### src/hw/epa_pkg.sv
// Purpose: constants for the eprom programmer controller
// Assumes: 50 MHz clock, 20 ns period
// Notes:   times kept in their own unit, cycle counts derived
package epa_pkg;
    localparam int CLK_NS          = 20;
    localparam int PULSE_US        = 1000;              // adaptive program pulse
    localparam int PULSE_CYC       = PULSE_US * 1000 / CLK_NS;
    localparam int CONV_US         = 50000;             // conventional pulse
    localparam int CONV_CYC        = CONV_US * 1000 / CLK_NS;
    localparam int SETUP_US        = 2;                 // address/data/oe/ce/vpp setup
    localparam int SETUP_CYC       = (SETUP_US * 1000 + CLK_NS - 1) / CLK_NS;
    localparam int OE_NS           = 150;               // data valid from oe
    localparam int OE_CYC          = (OE_NS + CLK_NS - 1) / CLK_NS;
    localparam int FLOAT_NS        = 130;               // output float delay
    localparam int FLOAT_CYC       = (FLOAT_NS + CLK_NS - 1) / CLK_NS;
    localparam int MAX_TRIES       = 15;
    localparam int OVER_MULT       = 4;
    localparam logic [7:0] ERASED  = 8'hff;
    typedef enum logic [1:0] {
        EPA_OP_ID   = 2'h0,
        EPA_OP_PROG = 2'h1,
        EPA_OP_READ = 2'h2
    } epa_op_e;
endpackage

### src/hw/epa_tmr_if.sv
// Purpose: link between controller and its pulse timer
// Assumes: single clock
// Notes:   load starts a count, done pulses once at the end
`timescale 1ns/1ns
interface epa_tmr_if;
    logic        load;
    logic [31:0] count;
    logic        done;
    modport ctl (output load, output count, input done);
    modport tmr (input load, input count, output done);
endinterface
### src/hw/epa_ctrl.sv
// Purpose: programmer driving an eprom through its pins
// Assumes: external switches turn vpp/12 V levels on from the *_en outputs, vcc to 6 V from vcc_hi
// Notes:   one command at a time; timing via epa_timer
// Function
// id mode: 12 V on id address pin, ce and oe low, other addresses low.
// device keeps id bytes in mask rom unaffected by erase.
// device offers two id bytes selected by the lowest address bit.
// id byte low seven bits are code, top bit odd parity.
// program only when id bytes match the expected codes.
// adaptive pulse-and-verify or one 50 ms conventional pulse.
// adaptive pulses on program strobe are each 1 ms.
// read back and compare after every 1 ms pulse.
// after verify pass, overprogram pulse of four times pulses used.
// at most fifteen 1 ms pulses per byte.
// overprogram length taken from the per-byte iteration counter.
// final verify reads all bytes with both supplies at 5 V.
// wait oe-to-data before sampling, float delay before driving again; a program command drives data as soon as it is taken.
// erased cells read one; programming only clears bits.
// write by strobe low with vpp raised and data driven.
// give up after fifteenth failed pulse and report failure.
`timescale 1ns/1ns
module epa_ctrl #(
    parameter int AW         = 14,               // address width
    parameter int PULSE_CYCP = epa_pkg::PULSE_CYC, // 1 ms in cycles
    parameter int CONV_CYCP  = epa_pkg::CONV_CYC   // 50 ms in cycles
) (
    input  wire logic          clk,        // clock
    input  wire logic          nrst,       // async reset, active low
    input  wire logic          cmd_valid,  // command request
    output logic               cmd_ready,  // idle, command accepted
    input  wire epa_pkg::epa_op_e cmd_op,  // id, program or read
    input  wire logic          cmd_conv,   // use conventional 50 ms pulse
    input  wire logic [AW-1:0] cmd_addr,   // byte address
    input  wire logic [7:0]    cmd_data,   // byte to program
    input  wire logic [7:0]    exp_mfr,    // expected byte 0
    input  wire logic [7:0]    exp_prod,   // expected byte 1
    output logic               rsp_valid,  // one-cycle completion pulse
    output logic [7:0]         rsp_data,   // read or id byte
    output logic               rsp_fail,   // verify failed / id mismatch
    output logic [3:0]         rsp_tries,  // pulses used on last byte
    output logic               id_ok,      // id matched, programming allowed
    output logic [AW-1:0]      addr,       // address pins
    output logic               hv_id_en,   // 12 V on high_voltage_id_address
    output logic               chip_select_n,  // chip enable
    output logic               output_drive_n, // output enable
    output logic               program_strobe_n, // program pulse
    output logic               vpp_en,     // programming_supply raised
    output logic               vcc_hi,     // vcc at 6 V for adaptive program
    output logic [7:0]         dq_o,       // data out
    output logic               dq_oe,      // data drive enable
    input  wire logic [7:0]    dq_i        // data pins in
);
    import epa_pkg::*;
    typedef enum logic [7:0] {
        S_IDLE  = 8'h01, S_SETUP = 8'h02, S_PULSE = 8'h04, S_FLOAT = 8'h08,
        S_OE    = 8'h10, S_CHECK = 8'h20, S_OVER  = 8'h40, S_DONE  = 8'h80
    } epa_st_e;

    epa_st_e      st_r, st_nxt;
    epa_op_e      op_r;
    logic         conv_r, idb_r, ok_r, fail_r, idok_r, hv_r, vpp_r, vcc_r;
    logic         gap_r;          // float wait pending before data is driven again
    logic         oe_r, ce_r, pgm_r, dqoe_r, rv_r;
    logic [AW-1:0] addr_r;
    logic [7:0]   data_r, rd_r;
    logic [3:0]   tries_r;
    logic [7:0]   s1_r, s2_r;
    epa_tmr_if    tif();

    epa_timer u_tmr (.clk(clk), .nrst(nrst), .t(tif.tmr));

    // pin inputs are asynchronous to clk
    always_ff @(posedge clk or negedge nrst) begin
        if (!nrst) begin
            s1_r <= 8'h0;
            s2_r <= 8'h0;
        end else begin
            s1_r <= dq_i;
            s2_r <= s1_r;
        end
    end

    wire        go      = cmd_valid && (st_r == S_IDLE);
    wire        done    = tif.done;
    wire        is_prog = (op_r == EPA_OP_PROG);
    wire        is_id   = (op_r == EPA_OP_ID);
    wire        par_ok  = ^s2_r;
    wire        match   = (s2_r == data_r);
    wire [7:0]  exp_b   = idb_r ? exp_prod : exp_mfr;
    wire        id_good = par_ok && (s2_r == exp_b);
    wire        give_up = (tries_r == 4'(MAX_TRIES));
    wire [31:0] over_cyc = 32'(OVER_MULT) * 32'(tries_r) * 32'(PULSE_CYCP);

    assign cmd_ready        = (st_r == S_IDLE);
    assign addr             = addr_r;
    assign hv_id_en         = hv_r;
    assign chip_select_n    = ce_r;
    assign output_drive_n   = oe_r;
    assign program_strobe_n = pgm_r;
    assign vpp_en           = vpp_r;
    assign vcc_hi           = vcc_r;
    assign dq_o             = data_r;
    assign dq_oe            = dqoe_r;
    assign rsp_valid        = rv_r;
    assign rsp_data         = rd_r;
    assign rsp_fail         = fail_r;
    assign rsp_tries        = tries_r;
    assign id_ok            = idok_r;

    always_comb begin
        st_nxt    = st_r;
        tif.load  = 1'b0;
        tif.count = 32'(SETUP_CYC);
        case (st_r)
            S_IDLE:  if (go) begin
                if (cmd_op == EPA_OP_PROG && !idok_r) begin
                    st_nxt    = S_DONE;
                end else begin
                    st_nxt    = S_SETUP;
                    tif.load  = 1'b1;
                end
            end
            S_SETUP: if (done) begin
                if (gap_r) begin
                    tif.load  = 1'b1;
                end else if (is_prog && ok_r) begin
                    st_nxt    = S_OVER;
                    tif.load  = 1'b1;
                    tif.count = over_cyc;
                end else if (is_prog) begin
                    st_nxt    = S_PULSE;
                    tif.load  = 1'b1;
                    tif.count = conv_r ? 32'(CONV_CYCP) : 32'(PULSE_CYCP);
                end else begin
                    st_nxt    = S_OE;
                    tif.load  = 1'b1;
                    tif.count = 32'(OE_CYC);
                end
            end
            S_PULSE: if (done) begin
                st_nxt    = S_FLOAT;
                tif.load  = 1'b1;
            end
            S_FLOAT: if (done) begin
                st_nxt    = S_OE;
                tif.load  = 1'b1;
                tif.count = 32'(OE_CYC);
            end
            S_OE:    if (done) st_nxt = S_CHECK;
            S_CHECK: begin
                tif.load  = 1'b1;
                tif.count = 32'(FLOAT_CYC);
                if (is_prog && !conv_r && (match || !give_up)) begin
                    st_nxt    = S_SETUP;
                end else if (is_id && !idb_r && id_good) begin
                    st_nxt    = S_OE;
                    tif.count = 32'(OE_CYC);
                end else begin
                    st_nxt    = S_DONE;
                end
            end
            S_OVER:  if (done) st_nxt = S_DONE;
            S_DONE:  st_nxt = S_IDLE;
            default: st_nxt = S_IDLE;
        endcase
    end

    always_ff @(posedge clk or negedge nrst) begin
        if (!nrst) st_r <= S_IDLE;
        else       st_r <= st_nxt;
    end

    // pin drive and bookkeeping
    always_ff @(posedge clk or negedge nrst) begin
        if (!nrst) begin
            op_r <= EPA_OP_READ;  conv_r <= 1'b0;  idb_r <= 1'b0;  fail_r <= 1'b0;
            idok_r <= 1'b0;  hv_r <= 1'b0;  vpp_r <= 1'b0;  vcc_r <= 1'b0;
            oe_r <= 1'b1;  ce_r <= 1'b1;  pgm_r <= 1'b1;  dqoe_r <= 1'b0;
            rv_r <= 1'b0;  addr_r <= '0;  data_r <= ERASED;  rd_r <= 8'h0;
            tries_r <= 4'h0;  ok_r <= 1'b0;  gap_r <= 1'b0;
        end else begin
            rv_r <= 1'b0;
            case (st_r)
                S_IDLE: if (go) begin
                    op_r    <= cmd_op;
                    conv_r  <= cmd_conv;
                    data_r  <= cmd_data;
                    tries_r <= 4'h0;
                    idb_r   <= 1'b0;
                    fail_r  <= 1'b0;
                    ok_r    <= 1'b0;
                    gap_r   <= 1'b0;
                    ce_r    <= 1'b0;
                    if (cmd_op == EPA_OP_ID) begin
                        addr_r <= '0;
                        hv_r   <= 1'b1;
                    end else begin
                        addr_r <= cmd_addr;
                    end
                    if (cmd_op == EPA_OP_PROG) begin
                        if (!idok_r) begin
                            ce_r   <= 1'b1;
                            fail_r <= 1'b1;
                        end else begin
                            vpp_r  <= 1'b1;
                            vcc_r  <= !cmd_conv;
                            dqoe_r <= 1'b1;
                        end
                    end
                end
                S_SETUP: if (done && gap_r) begin
                    gap_r  <= 1'b0;
                    dqoe_r <= 1'b1;
                end else if (done && is_prog) begin
                    pgm_r  <= 1'b0;
                end
                S_PULSE: if (done) begin
                    pgm_r   <= 1'b1;
                    dqoe_r  <= 1'b0;
                    tries_r <= tries_r + 4'h1;
                end
                S_FLOAT: if (done) oe_r <= 1'b0;
                default: ;
            endcase
            if (st_r == S_SETUP && done && !is_prog) oe_r <= 1'b0;
            if (st_r == S_CHECK) begin
                oe_r <= 1'b1;
                rd_r <= s2_r;
                if (is_id) ok_r <= id_good;
                if (is_id && !idb_r && id_good) begin
                    idb_r     <= 1'b1;
                    addr_r[0] <= 1'b1;
                    oe_r      <= 1'b0;
                end
                if (is_prog) ok_r <= match;
                // data stays off until the float delay has run out
                if (is_prog && !conv_r && (match || !give_up)) gap_r <= 1'b1;
            end
            if (st_r == S_OVER && done) pgm_r <= 1'b1;
            if (st_r == S_DONE) begin
                rv_r   <= 1'b1;
                pgm_r  <= 1'b1;
                ce_r   <= 1'b1;
                oe_r   <= 1'b1;
                dqoe_r <= 1'b0;
                hv_r   <= 1'b0;
                vpp_r  <= 1'b0;
                vcc_r  <= 1'b0;
                if (is_id) begin
                    idok_r <= idb_r && ok_r;
                    fail_r <= !(idb_r && ok_r);
                end else if (is_prog && idok_r) begin
                    fail_r <= !ok_r;
                end
            end
        end
    end
endmodule

### src/hw/epa_timer.sv
// Purpose: down counter timing pulses and setup waits
// Assumes: load not raised while busy except to restart
// Notes:   done is a one-cycle pulse
`timescale 1ns/1ns
module epa_timer (
    input  wire logic clk,    // clock
    input  wire logic nrst,   // async reset, active low
    epa_tmr_if.tmr    t       // controller side
);
    logic [31:0] cnt_r;
    logic        run_r;
    wire         last = run_r && (cnt_r <= 32'h1);
    // done straight from the count, so a load of n spans exactly n cycles
    assign t.done = last;
    always_ff @(posedge clk or negedge nrst) begin
        if (!nrst) begin
            cnt_r  <= 32'h0;
            run_r  <= 1'b0;
        end else begin
            if (t.load) begin
                cnt_r <= t.count;
                run_r <= 1'b1;
            end else if (last) begin
                run_r <= 1'b0;
            end else if (run_r) begin
                cnt_r <= cnt_r - 32'h1;
            end
        end
    end
endmodule

### config.mk
export PLATFORM = sky130hd
export DESIGN_NAME = epa_ctrl
export DESIGN_NICKNAME = d
export VERILOG_FILES = /design/src/hw/epa_pkg.sv /design/src/hw/epa_tmr_if.sv /design/src/hw/epa_ctrl.sv /design/src/hw/epa_timer.sv
export SDC_FILE = /design/constraint.sdc
export NUM_CORES = 1
export LEC_CHECK = 0
export BUFFER_PORTS_ARGS = -buffer_cell sky130_fd_sc_hd__buf_2
export CAP_MARGIN = 15
export CORE_MARGIN = 3
export CORE_UTILIZATION = 35
export CTS_CLUSTER_SIZE = 30
export DETAILED_ROUTE_END_ITERATION = 12
export GPL_ROUTABILITY_DRIVEN = 0
export SLEW_MARGIN = 20
export SYNTH_ARGS = -nofsm -noshare
export SYNTH_HDL_FRONTEND = slang
export SYNTH_SLANG_ARGS = --single-unit
### constraint.sdc
create_clock -name clk -period 6.75 [get_ports clk]
set_input_delay 0.3375 -clock clk [delete_from_list [all_inputs] [get_ports clk]]
set_output_delay 0.3375 -clock clk [all_outputs]
set_load 0.02 [all_outputs]
After elaboration in Yosys (flattened, before gate mapping)
Cells that the tools add are included.
- bits in registers: 107
- input bits: 52
- output and inout port bits: 45
- add/subtract/negate cells: 2
- $mul: 1
- magnitude comparators: 1
- eq/ne operators: 29
- multiplexer cells: 93
- reduce and logical (&&, ||, !) cells: 52
- operators by type and width (cell ; number):
    22-bit two-way mux ; 5
    32-bit two-way mux ; 3
    8-bit two-way mux ; 11
    22-bit one-hot mux with 3 select lines ; 1
    1-bit two-way mux ; 59
    8-bit one-hot mux with 7 select lines ; 1
    32-bit by 1-bit <= comparator with 1-bit output, second input constant ; 1
    32-bit by 1-bit subtractor with 32-bit output, second input constant ; 1
    8-bit == test ; 2
    1-bit logical AND ; 16
    4-bit by 12-bit multiplier with 16-bit output, second input constant ; 1
    4-bit two-way mux ; 4
    2-bit nonzero test ; 8
    4-bit nonzero test ; 4
    14-bit two-way mux ; 1
    7-bit two-way mux ; 2
    2-bit != test, second input constant ; 7
    2-bit AND reduction ; 5
    3-bit by 1-bit != test with 1-bit output, second input constant ; 3
    8-bit by 1-bit == test with 1-bit output, second input constant ; 1
    8-bit by 2-bit == test with 1-bit output, second input constant ; 1
    8-bit by 3-bit == test with 1-bit output, second input constant ; 1
    8-bit by 4-bit == test with 1-bit output, second input constant ; 1
    8-bit by 5-bit == test with 1-bit output, second input constant ; 1
    24 further kinds ; 38

Longest topological paths before layout
Gate-level depths: netlist (run 1).
- word-level depth: 8
- mapped depth: 12
- gate-level depth less buffers: 11

Hierarchy
Synthesis (run 1) repeated with hierarchy kept, for this count alone.
- cell total of the unflattened synthesis: 669
- area, all modules: 6105.9 µm²
- modules (own cells, without submodules) (module ; instances ; cells each ; area each (µm²)):
    epa_ctrl ; 1 ; 431 ; 4066.4
    epa_timer ; 1 ; 238 ; 2039.5

Worst setup path after synthesis (run 1)
Ideal clock, no wire load.
- path kind: flip-flop to flip-flop
- from: register tries_r[2] (netlist: rsp_tries[2])
- to: register u_tmr.cnt_r[15]
- setup time: 127 ps
- data arrival time: 2599 ps
- setup slack: 4024 ps
- cell stages (with the launch flop): 12
- period minus slack after synthesis: 2726 ps
- path through: dfrtp_1 > inv_1 > ha_1 > inv_1 > ha_1 > ha_1 > clkbuf_1 > or3_1 > a31o_2 > nand4_1 > a21oi_1 > o2bb2a_1
- longest elaborated chain between the ends: 6
- ends and longest elaborated chain (what ; line ; RTL):
    start, declared ; epa_ctrl.sv:66 ; logic [3:0] tries_r;
    start signal, assigned ; epa_ctrl.sv:220 ; tries_r <= tries_r + 4'h1;
    4-bit by 12-bit multiplier with 16-bit output ; epa_ctrl.sv:92 ; wire [31:0] over_cyc = 32'(OVER_MULT) * 32'(tries_r) * 32'(PULSE_CYCP);
    22-bit two-way mux ; epa_ctrl.sv:126 ; end else if (is_prog && ok_r) begin
    22-bit two-way mux ; epa_ctrl.sv:124 ; if (gap_r) begin
    22-bit two-way mux ; epa_ctrl.sv:123 ; S_SETUP: if (done) begin
    22-bit one-hot mux with 3 select lines ; epa_ctrl.sv:114 ; case (st_r)
    32-bit two-way mux ; epa_timer.sv:20 ; if (t.load) begin
    end signal, assigned ; epa_timer.sv:21 ; cnt_r <= t.count;
    end signal, assigned ; epa_timer.sv:26 ; cnt_r <= cnt_r - 32'h1;
    end, declared ; epa_timer.sv:10 ; logic [31:0] cnt_r;
No other way between the ends.
A chain may end at the register's enable or synchronous reset.

Worst setup path in the final report (run 1)
- from: register tries_r[2] (netlist: rsp_tries[2])
- to: register u_tmr.cnt_r[20]
Same word-level chain as after synthesis.

==> results.env, run 1 <==
YOSYSSEQAREASHARE_PCT=42.6
P_SEQ_SHARE_PCT=39.4
TOP_LAYER_USED='met4'
SYNTH-MAIN-FF-CELL='sky130_fd_sc_hd__dfrtp_1'
FMAXACHIEVABLE_MHz=332
DR.PASS1.ITERS=5
CHIPWIDTH_UM=140
CLKTRANSATPATHREGS_PS=80
GRT_SETUP_UNREPAIRED='false'
CLOCK_INSERTION_DELAY_WORST_SKEW_PS=370
SHARE_OF_CELLS_ABOVE_DRIVE_STRENGTH_1_PCT=20.9
VIAS=5298
ASYNC_RESET_FF_SHARE_PCT=100
CLOCK_SINKS=107
DIE-HEIGHT_UM=140
VDD_DROP_MAX_uV=230
FINALPOWER_mW=2.35
FINAL.FILL_COUNT=1736
ARRIVAL_PS=3230
DESIGN.CORE.AREA_UM2=17500
ANTENNA_FOUND_INITIAL=0
P_PER_AREA_nW_PER_UM2=322
POSTCTSHOLDBUFS=1
YOSYS.CELL_COUNT.TOP_TYPE='sky130_fd_sc_hd__nand2_1'
MET3_WIRELENGTH_UM=1220
PWR-SHARE-CLK_PCT=23.6
CTS_MAX_PATH_BUFFERS=2
DPL_CELL_AREA_UM2=6940
P_LEAK_nW=3.43
GRT_PASS1_WL_UM=27600
SYNTH_TOP_CELLS_BY_COUNT='sky130_fd_sc_hd__nand2_1, sky130_fd_sc_hd__dfrtp_1, sky130_fd_sc_hd__nor2_1'
MIN_PATH_TYPE='in2reg'
SWITCHING_POWER_uW=985
GR-TOTAL-OVERFLOW=0
ANTENNA-DIODE-COUNT=0
CP_MAX_FO=8
TIMING.CRITICAL_PATH.FROM_TYPE='flop'
PORT-BUFFER-COUNT=96
DRC=0
FINALINSTANCEAREA_UM2=7290
CLOCK_SKEW_PS=13.4
MET1_LENGTH_UM=7810
SYNTHESIS.AREA_UM2=6320
GRT_START_MAX_NET_PINS=80
SYN_AREA_PER_CELL_UM2=9.26
FP.DIEAREA_UM2=19700
POST-ROUTE-MIN-PERIOD_PS=3020
SHARE_COMB_OF_TOTAL_POWER_PCT=37.0
NUM-NETS-FINAL=836
SYNTHDOMINANTCELLAREASHARE_PCT=37.2
BOUNDARYPINS=97
ROOT_BUFFER='sky130_fd_sc_hd__clkbuf_16'
H-TREE-DEPTH=3
COUNT_OF_FLIP_FLOPS_WITH_A_BUILT_IN_ENABLE_AFTER_SYNTHESIS=0
TIMING.FINAL.CRIT_SHARE_PCT=44.7
FINAL_ANTENNA_NET_COUNT=0
TOTALNEGATIVESETUPSLACK_PS=0
POWER.SWITCHING_FRACTION_PCT=41.9
SYNTH-SEQ-CELLS=107
POST_SYNTH_NUM_CELL_TYPES=83
SYNTH.TOP_CELLS.BY_AREA='sky130_fd_sc_hd__dfrtp_1, sky130_fd_sc_hd__nand2_1, sky130_fd_sc_hd__dfstp_2'
CTS_MADE_BUFFERS=9
INTERNAL-POWER_mW=1.37
AREA_DELTA_SYNTH_FINAL_PCT=15.3
POST_DRT_WL_PER_CELL_UM=16.9
SYNTH.NET_COUNT=754
LARGEST_AREA_CONTRIBUTOR_IN_THE_NETLIST='sky130_fd_sc_hd__dfrtp_1'
LAYOUT.CORE_UTILIZATION_PCT=41.7
TIMING.SETUP.CRITICAL_PATH_CLASS='reg2reg'
MAX-CAP-VIOLATIONS=0
TIMING_MAX_TRANSITION_VIOLATIONS_FINAL=0
POSTROUTEWIRELENGTH_UM=16800
POSTCTSSETUPBUFFERS=0
DR.FIRST_ITER.DRC_COUNT=341
TRITONCTS='yes'
FIRST_GLOBAL_VIAS=5071
SLEW_HEADROOM_PCT=37.0
TIMING.CRITICAL_PATH.REQUIRED_PS=6960
ROUTED-WL-MET2_UM=7470
SYNTHESIS.INSTANCES=682
END_KIND='flop'
PLACE.DETAILED.HPWL_UM=12200
SYNTHESIS.YOSYS.WARNINGS=0
INITIAL_CORE_UTIL_PCT=36.2
ROWS=48
CTS_REPAIR_RESIZE_COUNT=0
RUN_STATUS='complete, no violations'
DETAIL_ROUTE.VIAS_PER_CELL=5.33
GLOBAL_ROUTE.USAGE.TOTAL_PCT=17.4
WORSTMARGINPINSLEW_PS=945
TIMING_HOLD_VIOLATIONS_FINAL=0
TIMING.FINAL.SETUP_VIOLATIONS=0
==> placed cells by master, fill, tap and decap left out, types with 7 or more instances in the layout <==
master,instances
sky130_fd_sc_hd__dfrtp_1,94
sky130_fd_sc_hd__a21oi_1,27
sky130_fd_sc_hd__buf_2,95
sky130_fd_sc_hd__nor2_1,49
sky130_fd_sc_hd__ha_1,20
sky130_fd_sc_hd__nand2_1,115
sky130_fd_sc_hd__nor4_1,9
sky130_fd_sc_hd__a31oi_1,8
sky130_fd_sc_hd__nand2b_1,9
sky130_fd_sc_hd__o22ai_1,7
sky130_fd_sc_hd__mux2i_1,10
sky130_fd_sc_hd__clkbuf_16,9
sky130_fd_sc_hd__o21ai_0,25
sky130_fd_sc_hd__xnor2_1,26
sky130_fd_sc_hd__nand3_1,32
sky130_fd_sc_hd__xor2_1,22
sky130_fd_sc_hd__nor3_1,28
sky130_fd_sc_hd__dfstp_2,13
sky130_fd_sc_hd__nand3b_1,7
sky130_fd_sc_hd__o211ai_1,7
sky130_fd_sc_hd__inv_1,22
sky130_fd_sc_hd__nand4_1,14
==> kinds of logic after synthesis <==
kind of cell	share of synthesized area, %
adder cells (fa/ha/maj)	3.96
XOR/XNOR	6.65
buffers and inverters	3.88
AO/OA/AOI/OAI	15.0
AND/OR/NAND/NOR	25.9
flip-flops	42.6
multiplexers	1.94
==> flip-flops by register name, indices dropped and copies added (netlist names), 2 cells and up <==
signal	count
u_tmr.cnt_r	32
addr	14
dq_o	8
rsp_data	8
s1_r	8
s2_r	8
st_r	8
rsp_tries	4
op_r	2
==> metal layers <==
layer,GRT usage (%),vias to the layer above
li1,-,2625
met1,24.5,2485
met2,26.7,169
met3,4.54,19
met4,4.84,0
met5,0,-
==> critical path: stages, from the launching register on <==
cell and delay (ps):
sky130_fd_sc_hd__dfrtp_1 540, sky130_fd_sc_hd__inv_1 80, sky130_fd_sc_hd__ha_1 280, sky130_fd_sc_hd__inv_1 40, sky130_fd_sc_hd__ha_1 390, sky130_fd_sc_hd__ha_1 320, sky130_fd_sc_hd__nor3_1 70, sky130_fd_sc_hd__a211oi_1 400
sky130_fd_sc_hd__a21o_1 260, sky130_fd_sc_hd__a32oi_1 150, sky130_fd_sc_hd__xor2_1 220, sky130_fd_sc_hd__o22ai_1 110
==> power groups by stage <==
stage / clock network, mW / registers (mW) / logic, mW
2_1_floorplan: 0 / 0.993 / 0.543
3_3_place_gp: 0 / 0.937 / 0.860
3_5_place_dp: 0 / 0.933 / 0.866
4_1_cts: 0.568 / 0.926 / 0.867
5_1_grt: 0.589 / 0.946 / 0.967
6_report: 0.554 / 0.927 / 0.869
==> per-stage QoR <==
stage	std cells	hold WS [ps]	setup slack (ps)
finish	994	70.0	3730
detailed placement	977	309	3800
global placement	977	305	3820
global route	994	53.9	3480
floorplan	682	41.9	4020
CTS	994	53.6	3750
==> final timing paths <==
| path | to | cells after the start | slack (ps) | from |
|---|---|---|---|---|
| worst min-delay path | s1_r[3]$_DFF_PN0_ | 1 | 70 | dq_i[3] |
| worst max register to register | u_tmr.cnt_r[20]$_DFFE_PN0P_ | 11 | 3730 | rsp_tries[2]$_DFFE_PN0P_ |
| worst max-delay path | u_tmr.cnt_r[20]$_DFFE_PN0P_ | 11 | 3730 | rsp_tries[2]$_DFFE_PN0P_ |
| max in group asynchronous | addr[6]$_DFFE_PN0P_ | 3 | 5280 | nrst |
| min in group asynchronous | rsp_tries[3]$_DFFE_PN0P_ | 2 | 440 | nrst |
| worst min register to register | s2_r[3]$_DFF_PN0_ | 0 | 350 | s1_r[3]$_DFF_PN0_ |
==> final cells by class <==
class | count | area [µm²] | area share [%]
well taps | 225 | 282 | 3.86
inverters | 22 | 82.6 | 1.13
clock inverters | 7 | 90.1 | 1.24
repair buffers | 100 | 519 | 7.13
clock buffers | 9 | 225 | 3.09
multi-input cells | 524 | 3390 | 46.6
flip-flops and latches | 107 | 2690 | 37.0
(Power assumes the default switching activity.)
==> run 2: changes to the inputs <==
==> constraint.sdc (replaced) <==
create_clock -name clk -period 2.7 [get_ports clk]
set_input_delay 0.135 -clock clk [delete_from_list [all_inputs] [get_ports clk]]
set_output_delay 0.135 -clock clk [all_outputs]
set_load 0.02 [all_outputs]
==> results.env, run 2 (synthesis gave the netlist of run 1 again) <==
CLOCK_SINKS=107  # unchanged
LARGEST_REGISTER='u_tmr.cnt_r'
FINAL_ANTENNA_NET_COUNT=0  # unchanged
CP_MAX_FO=4  # -4
NUM-NETS-FINAL=907  # +8.5%
WORST_PATH_DOMINANT_CELL_FAMILY='compound AO/OA/AOI/OAI gates'
ROOT_BUFFER='sky130_fd_sc_hd__clkbuf_16'
FIRST_GLOBAL_VIAS=5710  # +13%
CLKTRANSATPATHREGS_PS=90  # about the same
NUMPLACEDINSTANCES=1011  # +3.5%
CRITICAL-PATH-SLOWEST-CELL='sky130_fd_sc_hd__dfrtp_2'
BOUNDARYPINS=97  # unchanged
PLACE.DETAILED.HPWL_UM=12700  # +4.1%
TIMING_MAX_TRANSITION_VIOLATIONS_FINAL=0  # unchanged
P_LEAK_nW=3.78  # +10%
INITIAL_CORE_UTIL_PCT=36.2  # unchanged
H-TREE-DEPTH=3  # unchanged
END_KIND='flop'
CLOCK_INSERTION_DELAY_WORST_SKEW_PS=370  # about the same
WORST-R2R-SETUP-SLACK_PS=70  # -3660 ps
CRITICAL_PATH.N_BUFFERS_INVERTERS=2  # unchanged
CTS_MADE_BUFFERS=9  # unchanged
ANTENNA_FOUND_INITIAL=0  # unchanged
CRITPATHMOSTFREQUENTCELL='sky130_fd_sc_hd__buf_4'
DRC=0  # unchanged
LARGEST_REGISTER_FF_COUNT=32  # unchanged
POSTROUTEWIRELENGTH_UM=17600  # +5.0%
TIMING_HOLD_VIOLATIONS_FINAL=0  # unchanged
SHARE_OF_CELLS_ABOVE_DRIVE_STRENGTH_1_PCT=25.5  # +4.5 points
AREA_DELTA_SYNTH_FINAL_PCT=26.9
POST_LAYOUT_NONFILLER_INSTANCES=1065  # +7.1%
TIMING.SETUP.CRITICAL_PATH_CLASS='reg2reg'
POST-ROUTE-MIN-PERIOD_PS=2630  # -385 ps
TIMING.CRITICAL_PATH.REQUIRED_PS=2940  # -4020 ps
TIMING.CRITICAL_PATH.FROM_TYPE='flop'
GRT_SETUP_UNREPAIRED='true'
ANTENNA-DIODE-COUNT=0  # unchanged
MAX-CAP-VIOLATIONS=0  # unchanged
SLEW_HEADROOM_PCT=44.4  # +7.4 points
TRITONCTS='yes'
GRT_PASS1_WL_UM=29500  # +6.7%
TIMING.HOLD.WORST.START='cmd_op[0]'
DETAILEDPLACE.WORSTSLACK_PS=-19.7  # -3820 ps
WORSTMARGINPINSLEW_PS=834  # -112 ps
TIMING.FINAL.CRIT_SHARE_PCT=97.4  # +53 points
POST_DRT_WL_PER_CELL_UM=16.5  # -2.0%
POST-ROUTE-WORST-SETUP-SLACK_PS=70.2  # -3660 ps
ROWS=48  # unchanged
RUN_STATUS='complete, no violations'
DIE-HEIGHT_UM=140  # unchanged
GRT_START_MAX_NET_PINS=60  # -25%
ARRIVAL_PS=2870  # -360 ps
P_PER_AREA_nW_PER_UM2=749  # +130%
FP.DIEAREA_UM2=19700  # unchanged
GR-TOTAL-OVERFLOW=0  # unchanged
DESIGN.CORE.AREA_UM2=17500  # unchanged
DPL_CELL_AREA_UM2=7220  # +4.1%
REG2REG_TO='u_tmr.cnt_r[18]$_DFFE_PN0P_'
CLOCK_SKEW_PS=16.4  # +3.03 ps
TIMING.REG2REG.WORST_PATH_DEPTH=11  # unchanged
FINAL.FILL_COUNT=1636  # -5.8%
CP_SLOWEST_STAGE_DELAY_PS=460  # -80 ps
WORST_R2R_START='rsp_tries[1]$_DFFE_PN0P_'
TIMING.FINAL.SETUP_VIOLATIONS=0  # unchanged
DR.PASS1.ITERS=5  # unchanged
DR.FIRST_ITER.DRC_COUNT=360  # +5.6%
HOLDPATHEND='op_r[0]$_DFFE_PN0P_'
CHAIN_OF_CELLS_FORMING_THE_CRITICAL_PATH='buf_4, ha_4, xor2_1, ha_2, nor3_2, a211oi_2, buf_4, a21o_1, a31o_2, a21oi_1, o22ai_1'
HOLD-PATH-CELL-COUNT=3  # +2
VIAS=5665  # +6.9%
GLOBAL_ROUTE.USAGE.TOTAL_PCT=18.4  # +0.91 points
MIN_PATH_TYPE='in2reg'
CHIPWIDTH_UM=140  # unchanged
VDD_DROP_MAX_uV=495  # +110%
FMAXACHIEVABLE_MHz=380  # +15%
DETAIL_ROUTE.VIAS_PER_CELL=5.32  # -0.20%
FINALINSTANCEAREA_UM2=8020  # +10%
LAYOUT_COMMONEST_CELL='sky130_fd_sc_hd__nand2_1'
CTS_MAX_PATH_BUFFERS=2  # unchanged
LAYOUT_COMMON_CELLS='sky130_fd_sc_hd__nand2_1, sky130_fd_sc_hd__buf_2, sky130_fd_sc_hd__dfrtp_1'
PORT-BUFFER-COUNT=96  # unchanged
[run 2: cell types whose count changed in the layout (fill, tap and decap cells not counted), sizes merged]
cell,before,now
buf,99,138
dlygate4sd3,1,33
inv,24,28
clkinv,4,1
clkinvlp,1,0
[run 2: tightest hold or removal path, cell delays in order]
cell and delay [ps]:
sky130_fd_sc_hd__buf_2 120, sky130_fd_sc_hd__nand2_1 50, sky130_fd_sc_hd__nand2_1 50
[run 2: what timing repair did]
action	CTS	global route
gates resized for setup	1	17
pin swaps	0	9
cloned	0	0
hold buffers	33	0
setup endpoints to repair	1	9
hold endpoints to repair	83	0
buffers inserted	0	5
[run 2: per-layer routing]
layer  routed length (µm)  global-route usage [%]  vias up
li1                     -                       -     2760
met1                 8170                    25.5     2715
met2                 7990                    28.4      170
met3                 1150                    4.57       20
met4                  316                    5.46        0
met5                    0                       0        -
[run 2: per-stage QoR]
step	utilization [%]	power (mW)	setup TNS, ps	hold slack, ps
after floorplan	-	3.84	0	-161
after global placement	41.3	4.54	0	243
after detailed placement	41.3	4.55	-19.7	245
after CTS	45.1	6.07	0	9.91
after global routing	45.9	6.45	-124	25.3
final	45.9	6.01	0	25.2
[run 2: worst max path at each step]
stage                                  start                     endpoint  cells past startpoint
floorplan           rsp_tries[1]$_DFFE_PN0P_  u_tmr.cnt_r[21]$_DFFE_PN0P_                     11
global placement    rsp_tries[3]$_DFFE_PN0P_  u_tmr.cnt_r[19]$_DFFE_PN0P_                     11
detailed placement  rsp_tries[1]$_DFFE_PN0P_  u_tmr.cnt_r[19]$_DFFE_PN0P_                     11
CTS                 rsp_tries[2]$_DFFE_PN0P_  u_tmr.cnt_r[20]$_DFFE_PN0P_                     12
global route        rsp_tries[1]$_DFFE_PN0P_  u_tmr.cnt_r[20]$_DFFE_PN0P_                     11
finish              rsp_tries[1]$_DFFE_PN0P_  u_tmr.cnt_r[18]$_DFFE_PN0P_                     11
[run 2: area by class of cell]
cell class	instances	area, µm²	share of cell area [%]
well taps	225	282	3.51
multi-input cells	524	3480	43.4
repair buffers	171	1150	14.4
clock inverters	7	101	1.26
clock buffers	9	225	2.81
inverters	22	82.6	1.03
flip-flops and latches	107	2700	33.6
[run 2: report_power, final]
part           switching (mW)  internal [mW]
Clock                   0.752          0.696
Sequential              0.324           1.98
Combinational            1.40          0.851
